==> src/ipc_pkg.sv <==
// Constants shared by the interrupt priority register slice.
package ipc_pkg;

    // ==========================================================
    // Widths
    localparam int unsigned REG_W   = 16;
    localparam int unsigned FLD_W   = 2;
    localparam int unsigned NUM_SRC = 20;

    // ==========================================================
    // Register indices and their byte addresses (index times four)
    localparam logic [7:0]  IDX_SERIAL_GPIO    = 8'h04;
    localparam logic [7:0]  IDX_DECODER1_ASYNC = 8'h05;
    localparam logic [7:0]  IDX_TIMERS_DEC0    = 8'h06;
    localparam logic [31:0] ADDR_SERIAL_GPIO   = {22'h0, IDX_SERIAL_GPIO,
                                                  2'h0};
    localparam logic [31:0] ADDR_DECODER1_ASYNC = {22'h0,
                                                   IDX_DECODER1_ASYNC, 2'h0};
    localparam logic [31:0] ADDR_TIMERS_DEC0   = {22'h0, IDX_TIMERS_DEC0,
                                                  2'h0};

    // ==========================================================
    // Reset values and writable-bit masks
    localparam logic [15:0] RST_VAL          = 16'h0000;
    localparam logic [15:0] MASK_SERIAL_GPIO = 16'hfc3f;
    localparam logic [15:0] MASK_DEC1_ASYNC  = 16'hff3f;
    localparam logic [15:0] MASK_TIMERS_DEC0 = 16'hffcf;

    // ==========================================================
    // Field encodings
    localparam logic [1:0]  FLD_OFF = 2'h0;
    localparam logic [1:0]  LVL_RST = 2'h0;
    localparam logic [1:0]  LVL_ONE = 2'h1;

    // ==========================================================
    // Field least significant bit positions
    localparam int unsigned LSB_15_14 = 14;
    localparam int unsigned LSB_13_12 = 12;
    localparam int unsigned LSB_11_10 = 10;
    localparam int unsigned LSB_9_8   = 8;
    localparam int unsigned LSB_7_6   = 6;
    localparam int unsigned LSB_5_4   = 4;
    localparam int unsigned LSB_3_2   = 2;
    localparam int unsigned LSB_1_0   = 0;

    // ==========================================================
    // AHB-Lite codes
    localparam logic [1:0]  HTRANS_NONSEQ = 2'h2;
    localparam logic        HRESP_OKAY    = 1'b0;
    localparam logic [31:0] RDATA_ZERO    = 32'h0000_0000;

endpackage

==> src/ipc_src_if.sv <==
// One interrupt source between the register file and its level gate.
`timescale 1ns/1ps
interface ipc_src_if;
    logic       req;
    logic [1:0] field;
    logic       fwd;
    logic [1:0] level;

    modport gate (
        input  req,
        input  field,
        output fwd,
        output level
    );
    modport regs (
        output req,
        output field,
        input  fwd,
        input  level
    );
endinterface

==> src/ipc_level_gate.sv <==
// Decodes one 2-bit priority field and gates its source request.
`timescale 1ns/1ps
module ipc_level_gate (
    // Clock and reset
    input  wire logic clk,
    input  wire logic rst_n,
    // Source and its field
    ipc_src_if.gate   src
);

    // ==========================================================
    // Decode
    logic       fwd_q;
    logic [1:0] level_q;
    wire        enabled;
    wire  [1:0] level_dec;

    assign enabled   = (src.field != ipc_pkg::FLD_OFF);
    // Encodings 01, 10, 11 map to levels 0, 1, 2; nothing reaches 3.
    assign level_dec = src.field - ipc_pkg::LVL_ONE;

    // ==========================================================
    // Registered forward
    always_ff @(posedge clk) begin
        if (!rst_n) begin
            fwd_q   <= 1'b0;
            level_q <= ipc_pkg::LVL_RST;
        end else begin
            fwd_q   <= src.req & enabled;
            level_q <= enabled ? level_dec : ipc_pkg::LVL_RST;
        end
    end

    assign src.fwd   = fwd_q;
    assign src.level = level_q;

endmodule

==> src/ipc_prio_regs.sv <==
// Priority registers four to six with AHB-Lite access and level gates.
//
// The AHB-Lite interface to the registers was decided locally.
`timescale 1ns/1ps

// Behaviour
// - Field 00 disables, 01 is level 0, 10 level 1, 11 level 2.
// - Covered sources only ever get levels 0, 1 or 2.
// - Every field resets to disabled, so no request passes.
// - Reserved bits read zero and ignore writes.
// - Fourth register: serial rx/tx fields at 15-14, 13-12, 11-10.
// - Fourth register: ports A, B, C at 5-4, 3-2, 1-0.
// - Fifth register: decoder 1 index 15-14, home/watchdog 13-12.
// - Fifth register: async port 1 fields at 11-10, 9-8, 5-4, 3-2.
// - Fifth register: serial port 0 transmit empty at 1-0.
// - Sixth register: timer C0 15-14, timer D3..D0 13-12 down to 7-6.
// - Three 16-bit registers at indices 4, 5, 6, reset zero.
// - Sixth register: decoder 0 index 3-2, home/watchdog 1-0.
module ipc_prio_regs (
    // Clock and reset
    input  wire logic        clk,
    input  wire logic        rst_n,
    // AHB-Lite slave
    input  wire logic        hsel,
    input  wire logic [31:0] haddr,
    input  wire logic [1:0]  htrans,
    input  wire logic        hwrite,
    input  wire logic [2:0]  hsize,
    input  wire logic        hready,
    input  wire logic [31:0] hwdata,
    output logic      [31:0] hrdata,
    output logic             hreadyout,
    output logic             hresp,
    // Source requests, same clock
    input  wire logic [19:0] irq_req,
    // Toward the prioritisation logic
    output logic      [19:0] irq_fwd,
    output logic      [39:0] irq_level
);

    // ==========================================================
    // Bus state
    logic        wr_q;
    logic [2:0]  wsel_q;
    logic [31:0] hrdata_q;
    logic [31:0] hrdata_d;
    logic        hreadyout_q;
    logic        hresp_q;

    // ==========================================================
    // Register state
    logic [15:0] serial_gpio_q;
    logic [15:0] serial_gpio_d;
    logic [15:0] dec1_async_q;
    logic [15:0] dec1_async_d;
    logic [15:0] timers_dec0_q;
    logic [15:0] timers_dec0_d;

    // ==========================================================
    // Address phase decode
    wire addr_ph;
    wire rd_ph;
    wire hit_sg;
    wire hit_da;
    wire hit_td;
    wire [2:0] wsel_d;
    wire wr_d;

    // Transfer size is not checked; only whole words are expected.
    assign addr_ph = hsel & hready & (htrans == ipc_pkg::HTRANS_NONSEQ);
    assign rd_ph   = addr_ph & ~hwrite;
    assign hit_sg  = (haddr == ipc_pkg::ADDR_SERIAL_GPIO);
    assign hit_da  = (haddr == ipc_pkg::ADDR_DECODER1_ASYNC);
    assign hit_td  = (haddr == ipc_pkg::ADDR_TIMERS_DEC0);
    assign wr_d    = addr_ph & hwrite;
    assign wsel_d  = wr_d ? {hit_td, hit_da, hit_sg} : 3'h0;

    wire unused_hsize;
    assign unused_hsize = ^hsize;

    // ==========================================================
    // Data phase write
    wire        wr_sg;
    wire        wr_da;
    wire        wr_td;
    wire [15:0] wdata16;

    assign wr_sg   = wr_q & wsel_q[0];
    assign wr_da   = wr_q & wsel_q[1];
    assign wr_td   = wr_q & wsel_q[2];
    assign wdata16 = hwdata[15:0];

    // Masks keep reserved bits at zero whatever is written.
    assign serial_gpio_d = wr_sg
                         ? (wdata16 & ipc_pkg::MASK_SERIAL_GPIO)
                         : serial_gpio_q;
    assign dec1_async_d  = wr_da
                         ? (wdata16 & ipc_pkg::MASK_DEC1_ASYNC)
                         : dec1_async_q;
    assign timers_dec0_d = wr_td
                         ? (wdata16 & ipc_pkg::MASK_TIMERS_DEC0)
                         : timers_dec0_q;

    // ==========================================================
    // Read data
    // The mux looks at next values so a read right behind a write to
    // the same register returns the new contents, not stale ones.
    wire [15:0] rd_sel16;

    assign rd_sel16 = hit_sg ? serial_gpio_d
                    : hit_da ? dec1_async_d
                    : hit_td ? timers_dec0_d
                    : ipc_pkg::RST_VAL;
    // Unmapped reads return zero with an OKAY response.
    assign hrdata_d = rd_ph ? {16'h0000, rd_sel16} : ipc_pkg::RDATA_ZERO;

    // ==========================================================
    // Bus registers
    always_ff @(posedge clk) begin
        if (!rst_n) begin
            wr_q        <= 1'b0;
            wsel_q      <= 3'h0;
            hrdata_q    <= ipc_pkg::RDATA_ZERO;
            hreadyout_q <= 1'b1;
            hresp_q     <= ipc_pkg::HRESP_OKAY;
        end else begin
            wr_q        <= wr_d;
            wsel_q      <= wsel_d;
            hrdata_q    <= hrdata_d;
            hreadyout_q <= 1'b1;
            hresp_q     <= ipc_pkg::HRESP_OKAY;
        end
    end

    assign hrdata    = hrdata_q;
    assign hreadyout = hreadyout_q;
    assign hresp     = hresp_q;

    // ==========================================================
    // Priority registers
    always_ff @(posedge clk) begin
        if (!rst_n) begin
            serial_gpio_q <= ipc_pkg::RST_VAL;
            dec1_async_q  <= ipc_pkg::RST_VAL;
            timers_dec0_q <= ipc_pkg::RST_VAL;
        end else begin
            serial_gpio_q <= serial_gpio_d;
            dec1_async_q  <= dec1_async_d;
            timers_dec0_q <= timers_dec0_d;
        end
    end

    // ==========================================================
    // Fields of the fourth register
    wire [1:0] serport0_rx_full_level;
    wire [1:0] serport1_tx_empty_level;
    wire [1:0] serport1_rx_full_level;
    wire [1:0] port_a_pin_level;
    wire [1:0] port_b_pin_level;
    wire [1:0] port_c_pin_level;

    assign serport0_rx_full_level  =
        serial_gpio_q[ipc_pkg::LSB_15_14 +: 2];
    assign serport1_tx_empty_level =
        serial_gpio_q[ipc_pkg::LSB_13_12 +: 2];
    assign serport1_rx_full_level  =
        serial_gpio_q[ipc_pkg::LSB_11_10 +: 2];
    assign port_a_pin_level        =
        serial_gpio_q[ipc_pkg::LSB_5_4 +: 2];
    assign port_b_pin_level        =
        serial_gpio_q[ipc_pkg::LSB_3_2 +: 2];
    assign port_c_pin_level        =
        serial_gpio_q[ipc_pkg::LSB_1_0 +: 2];

    // ==========================================================
    // Fields of the fifth register
    wire [1:0] decoder1_index_level;
    wire [1:0] decoder1_home_wdog_level;
    wire [1:0] async1_rx_full_level;
    wire [1:0] async1_rx_error_level;
    wire [1:0] async1_tx_idle_level;
    wire [1:0] async1_tx_empty_level;
    wire [1:0] serport0_tx_empty_level;

    assign decoder1_index_level     =
        dec1_async_q[ipc_pkg::LSB_15_14 +: 2];
    assign decoder1_home_wdog_level =
        dec1_async_q[ipc_pkg::LSB_13_12 +: 2];
    assign async1_rx_full_level     =
        dec1_async_q[ipc_pkg::LSB_11_10 +: 2];
    assign async1_rx_error_level    =
        dec1_async_q[ipc_pkg::LSB_9_8 +: 2];
    assign async1_tx_idle_level     =
        dec1_async_q[ipc_pkg::LSB_5_4 +: 2];
    assign async1_tx_empty_level    =
        dec1_async_q[ipc_pkg::LSB_3_2 +: 2];
    assign serport0_tx_empty_level  =
        dec1_async_q[ipc_pkg::LSB_1_0 +: 2];

    // ==========================================================
    // Fields of the sixth register
    wire [1:0] timer_c_ch0_level;
    wire [1:0] timer_d_ch3_level;
    wire [1:0] timer_d_ch2_level;
    wire [1:0] timer_d_ch1_level;
    wire [1:0] timer_d_ch0_level;
    wire [1:0] decoder0_index_level;
    wire [1:0] decoder0_home_wdog_level;

    assign timer_c_ch0_level        =
        timers_dec0_q[ipc_pkg::LSB_15_14 +: 2];
    assign timer_d_ch3_level        =
        timers_dec0_q[ipc_pkg::LSB_13_12 +: 2];
    assign timer_d_ch2_level        =
        timers_dec0_q[ipc_pkg::LSB_11_10 +: 2];
    assign timer_d_ch1_level        =
        timers_dec0_q[ipc_pkg::LSB_9_8 +: 2];
    assign timer_d_ch0_level        =
        timers_dec0_q[ipc_pkg::LSB_7_6 +: 2];
    assign decoder0_index_level     =
        timers_dec0_q[ipc_pkg::LSB_3_2 +: 2];
    assign decoder0_home_wdog_level =
        timers_dec0_q[ipc_pkg::LSB_1_0 +: 2];

    // ==========================================================
    // Source order: index 0 is the first field listed above, on to 19.
    wire [39:0] fields;

    assign fields = {
        decoder0_home_wdog_level,
        decoder0_index_level,
        timer_d_ch0_level,
        timer_d_ch1_level,
        timer_d_ch2_level,
        timer_d_ch3_level,
        timer_c_ch0_level,
        serport0_tx_empty_level,
        async1_tx_empty_level,
        async1_tx_idle_level,
        async1_rx_error_level,
        async1_rx_full_level,
        decoder1_home_wdog_level,
        decoder1_index_level,
        port_c_pin_level,
        port_b_pin_level,
        port_a_pin_level,
        serport1_rx_full_level,
        serport1_tx_empty_level,
        serport0_rx_full_level
    };

    // ==========================================================
    // Level gates, one per source
    // Each gate registers its output, so the forward and level ports
    // lag the request and the field by one clock.
    wire [19:0] fwd_w;
    wire [39:0] level_w;

    genvar gi;
    generate
        for (gi = 0; gi < ipc_pkg::NUM_SRC; gi = gi + 1) begin : g_src
            ipc_src_if sif ();

            assign sif.req   = irq_req[gi];
            assign sif.field = fields[2*gi +: 2];

            ipc_level_gate u_gate (
                .clk   (clk),
                .rst_n (rst_n),
                .src   (sif)
            );

            assign fwd_w[gi]         = sif.fwd;
            assign level_w[2*gi +: 2] = sif.level;
        end
    endgenerate

    assign irq_fwd   = fwd_w;
    assign irq_level = level_w;

endmodule

==> config.mk <==
export PLATFORM = sky130hd
export DESIGN_NAME = ipc_prio_regs
export DESIGN_NICKNAME = d
export VERILOG_FILES = /design/src/ipc_pkg.sv /design/src/ipc_src_if.sv /design/src/ipc_level_gate.sv /design/src/ipc_prio_regs.sv
export SDC_FILE = /design/constraint.sdc
export NUM_CORES = 1
export LEC_CHECK = 0
export BUFFER_PORTS_ARGS = -buffer_cell sky130_fd_sc_hd__buf_4
export CAP_MARGIN = 0
export CORE_MARGIN = 2
export CORE_UTILIZATION = 35
export DETAILED_ROUTE_END_ITERATION = 7
export PLACE_DENSITY = 0.61
export SYNTH_ARGS = -nofsm -noshare
export SYNTH_HDL_FRONTEND = slang
export SYNTH_HIERARCHICAL = 1
export SYNTH_SLANG_ARGS = --single-unit
export TNS_END_PERCENT = 50
==> constraint.sdc <==
create_clock -name clk -period 1.8 [get_ports clk]
set_input_delay 0.27 -clock clk [delete_from_list [all_inputs] [get_ports clk]]
set_output_delay 0.27 -clock clk [all_outputs]
set_load 0.03 [all_outputs]
* Word-level counts from Yosys, hierarchy flattened *
Index checks and enable logic that the tools add are counted.

storage, ports and cells
  register bits after elaboration = 144
  output and inout bits = 94
  logic and storage cells = 147

cells by class
  bitwise logic cells = 28
  reductions and logical operators = 42
  equal/unequal tests = 4
  add/sub/neg operators = 20
  multiplexer cells = 6

operators with widths
  operator               number
  $eq A32 B5 Y1 const B  3
  $mux W16               6
  $reduce_and A2 Y1      22
  $reduce_bool A2 Y1     20
  $sub A2 B1 Y2 const B  20
  $and A1 B1 Y1          27
  $eq A2 B2 Y1 const B   1
  $not A1 Y1             1

* Longest topological paths before layout *
  word-level depth = 5
  depth in mapped cells = 6
  mapped depth without buffers = 4

* Cells and area by module *
Netlist, hierarchy kept.

by module, submodules not included
  module          cells each  instances  area each (µm²)
  ipc_prio_regs   291         1          3,021.6
  ipc_level_gate  9           20         103.8

* Worst setup path after synthesis *
OpenSTA, ideal clock, no wires.

  path type = input port to flip-flop
  from = in haddr[8]
  to = reg hrdata_q[0], in the netlist hrdata[0]
  path slack = 0.175 ns
  arrival time = 1.552 ns
  required time = 1.727 ns
  stages on the path = 6
  buffers on the path = 2
  path through = nor4_2 > nand4_1 > or4_1 > buf_2 > buf_6 > nor3_2

between the ends
  word-level cells in the longest chain between the ends = 4
  elaborated cells between the ends (all ways) = 6
  those cells by class = eq/ne: 3; mux: 3

RTL lines
  what                  line                  source
  from (decl)           ipc_prio_regs.sv:25   input wire logic [31:0] haddr,
  $eq A32 B5 Y1         ipc_prio_regs.sv:74   assign hit_td = (haddr == ipc_pkg::ADDR_TIMERS_DEC0);
  $mux W16              ipc_prio_regs.sv:112  : hit_td ? timers_dec0_d
  $mux W16              ipc_prio_regs.sv:111  : hit_da ? dec1_async_d
  $mux W16 *            ipc_prio_regs.sv:110  assign rd_sel16 = hit_sg ? serial_gpio_d
  to (signal assigned)  ipc_prio_regs.sv:123  hrdata_q <= ipc_pkg::RDATA_ZERO;
  to (signal assigned)  ipc_prio_regs.sv:129  hrdata_q <= hrdata_d;
  to (decl)             ipc_prio_regs.sv:45   logic [31:0] hrdata_q;

Mark *: on every way between the ends. The rest lies on a longest branch, timed or not.
A chain may end at the register's enable or synchronous reset.

* Final worst setup path *
  from = in haddr[17]
  to = reg hrdata_q[5], in the netlist hrdata[5]

The elaborated chain is that of the path after synthesis.

==> impl_metrics.toml <==
[critical_path]
cpMostUsedCell = "buf_4"
timing.critical_path.slowest_cell_delay_ns = 0.51
cp-startpoint = "haddr[17]"
critical_path.startpoint_type = "input pin"
regToRegSetupSlack_ns = 0.39
critical_path_class = "in -> reg"
cp_data_required_time_ns = 2.16
timing.rr.end = "hrdata[8]"
worstPathMaxFanout = 16
critical_path.reg2reg.startpoint = "wr_q"
timing.reg2reg.worst_path_depth = 5
setup.worst_path.end_class = "register"
crit_slowest_cell = "or4_1"
timing.critical_path.arrival_ns = 1.84
cp_cell_sequence = "buf_4, nor4_2, nand4_1, or4_1, buf_4, o21ba_1"

[power]
power_mw = 6.77
total_leakage_power_nw = 3.28
irDropWorstVdd_mv = 0.641
p_per_area_nw_per_um2 = 986

[synth]
synth_top_cell_by_area = "dfxtp_1"
dominantRegCellSynth = "dfxtp_1"
async_flop_share_pct = 0
post-synth-top-count-cell = "dfxtp_1"
synth_area_um2 = 5100
synthDominantCellAreaShare_pct = 50.3
synth-seq-area-share_pct = 50.3
synth-edff-count = 0
synthCells = 471
post_synth_num_cell_types = 32
yosys_warnings = 6
post_synth_most_frequent_cells = "dfxtp_1, nor2b_1, inv_1"
syn_avg_cell_area_um2 = 10.8
yosys_register_bits = 128
synth.area.top_cells = "dfxtp_1, mux2i_1, nor3b_1"

[floorplanning]
die_width_um = 125
floorplan.die_area_um2 = 15500
ports = 188
effective_utilization_at_floorplan_pct = 35.5
dieHeight_um = 125
core-area_um2 = 14400
placementRows = 44

[route]
drtIter0Drc = 130
drt-wirelength-per-cell_um = 13.4
viasPerCell = 4.49
num_vias = 3620
detail_route.drc_violations = 0
drt_pre_antenna_iters = 4
wirelength_um = 10800
remaining_antenna_violation_count_after_routing = 0

[layout]
final_net_count = 724
final_cells = 807
drive_above_1_share_pct = 33.1
diodes = 0
area_growth_pct = 34.7

[sta]
period_utilization_post_route_pct = 82.1
final-max-slew-violation-count = 0
max_freq_mhz = 677
timing.clock.skew_ns = 0.00459
final_critical_path_setup_slack_ns = 0.322
timing.final.hold_violations = 0
setup_viol_count_final = 0
rsz0062_at_grt = "no"
timing.final.crit_period_ns = 1.48
whs_ns = 0.0924

[cts]
cts_buffers = 17
clkSlewWorstSetupHoldPaths_ns = 0.06
cts_sinks = 128
post_cts_resized = 0
tritoncts_clock_tree = "yes"
cts-hold-fix-buffers = 0
h_tree_depth_reported_by_cts = 4
clk_root_buffer_cell = "clkbuf_16"
clock_insertion_delay_worst_skew_ns = 0.41
cts_setup_buffers = 0
cts.path.max_buffers = 2

[place]
dpl_worst_slack_ns = -0.159
placed_cells_incl_taps = 775
place_congestion = 0.770
place.detailed.hpwl_um = 7750
numPortBuffers = 150

[job]
maxCapViolations = 0

[global_routing]
grt_pass1_wl_um = 17500
first_global_vias = 3620
pin_count_of_the_biggest_net_entering_global_routing = 110
globalRoute.totalOverflow = 0
antenna_found_initial = 0
groute.usage.overall_pct = 14.3

[worst_hold_path]
hold_start = "irq_req[4]"
worst_hold_stages = 2
hold_path_end = "g_src[4].u_gate/src.fwd"
type_of_the_most_critical_hold_path = "in -> reg"

[run_status]
outcome = "completed"
[logic make-up (layout without fill, tap and decap cells)]
group	count (synthesis)	count (layout)	share of synthesized area [%]
AOI/OAI and AO/OA	30	30	4.76
adders and majority gates	20	20	4.91
buffers and inverters	96	232	10.1
DFF	128	128	50.3
muxes	40	40	7.85
other	2	18	0.147
and+or+nand+nor	155	155	22.0
[routing by layer]
metal | wire [µm] | global-route usage [%] | vias to the layer above | part of all wire (%)
met1 | 4580 | 15.8 | 1658 | 42
met2 | 5260 | 24.1 | 118 | 49
met3 | 708 | 5.63 | 22 | 6.6
li1 | - | - | 1822 | -
met5 | 0 | 0 | - | 0
met4 | 240 | 6.41 | 0 | 2.2
[stage by stage]
stage / area (µm²) / utilization [%] / TNS (ns)
detailed placement: 6230 / 43.4 / -2.01
floorplan: 5160 / - / 0
global route: 6870 / 47.8 / 0
CTS: 6870 / 47.8 / 0
global placement: 6230 / 43.4 / -1.28
finish: 6870 / 47.8 / 0
[worst max-delay path by stage]
stage | endpoint
finish | hrdata[5]
global route | hrdata[5]
CTS | hrdata[5]
detailed placement | hrdata[5]
global placement | hrdata[8]
floorplan | hrdata[0]
[power breakdown]
part	total (mW)	internal [mW]	switching [mW]	leakage, nW
combinational	0.319	0.160	0.159	1.95
sequential	2.84	2.84	0.000142	1.03
clock	3.62	2.43	1.19	0.304
total	6.77	5.42	1.35	3.28
[layout make-up]
cell class	count	area, µm²
fill	1290	7500
sequential	128	2560
multi-input combinational	263	2080
timing repair buffer	159	1210
clock buffer	23	478
tap	184	230
clock inverter	9	154
inverter	41	154
[registers in the layout, indices dropped and copies added, names as in the netlist]
signal	flops
serial_gpio_q	16
wsel_q	3
wr_q	1
g_src.u_gate/src.level	40
g_src.u_gate/src.fwd	20
dec1_async_q	16
hrdata	16
timers_dec0_q	16
[placed cells by master (no fill, tap or decap)]
cell type   count
o211ai_1        2
buf_12          1
clkbuf_16      17
clkinv_2        2
nor2_1          2
dfxtp_1       128
o22ai_1         4
nor4_1          3
nand2b_1        2
ha_1           20
nor4_2          3
inv_6           1
mux2i_1        40
and3b_1        20
bufinv_16       4
and2b_2         2
nor3b_1        40
clkbuf_1        3
nand4_1         2
clkinvlp_4      2
conb_1         18
a22o_1         10
o21ba_1         4
nor2b_1        42
or2_2           2
nor3_1          3
o21a_1         10
nor3_2         10
clkbuf_8        3
and3_1         12
and4b_1         1
nand2_1         4
or4_1           1
buf_4         158
inv_1          41
nand3_1         5
nor4b_2         1
[worst max-delay path, delay by kind of cell]
family | cells | cell delay (ns)
buf+inv | 2 | 0.34
simple gates | 3 | 0.97
compound gates | 1 | 0.25
Power figures use the tool's default switching activity.
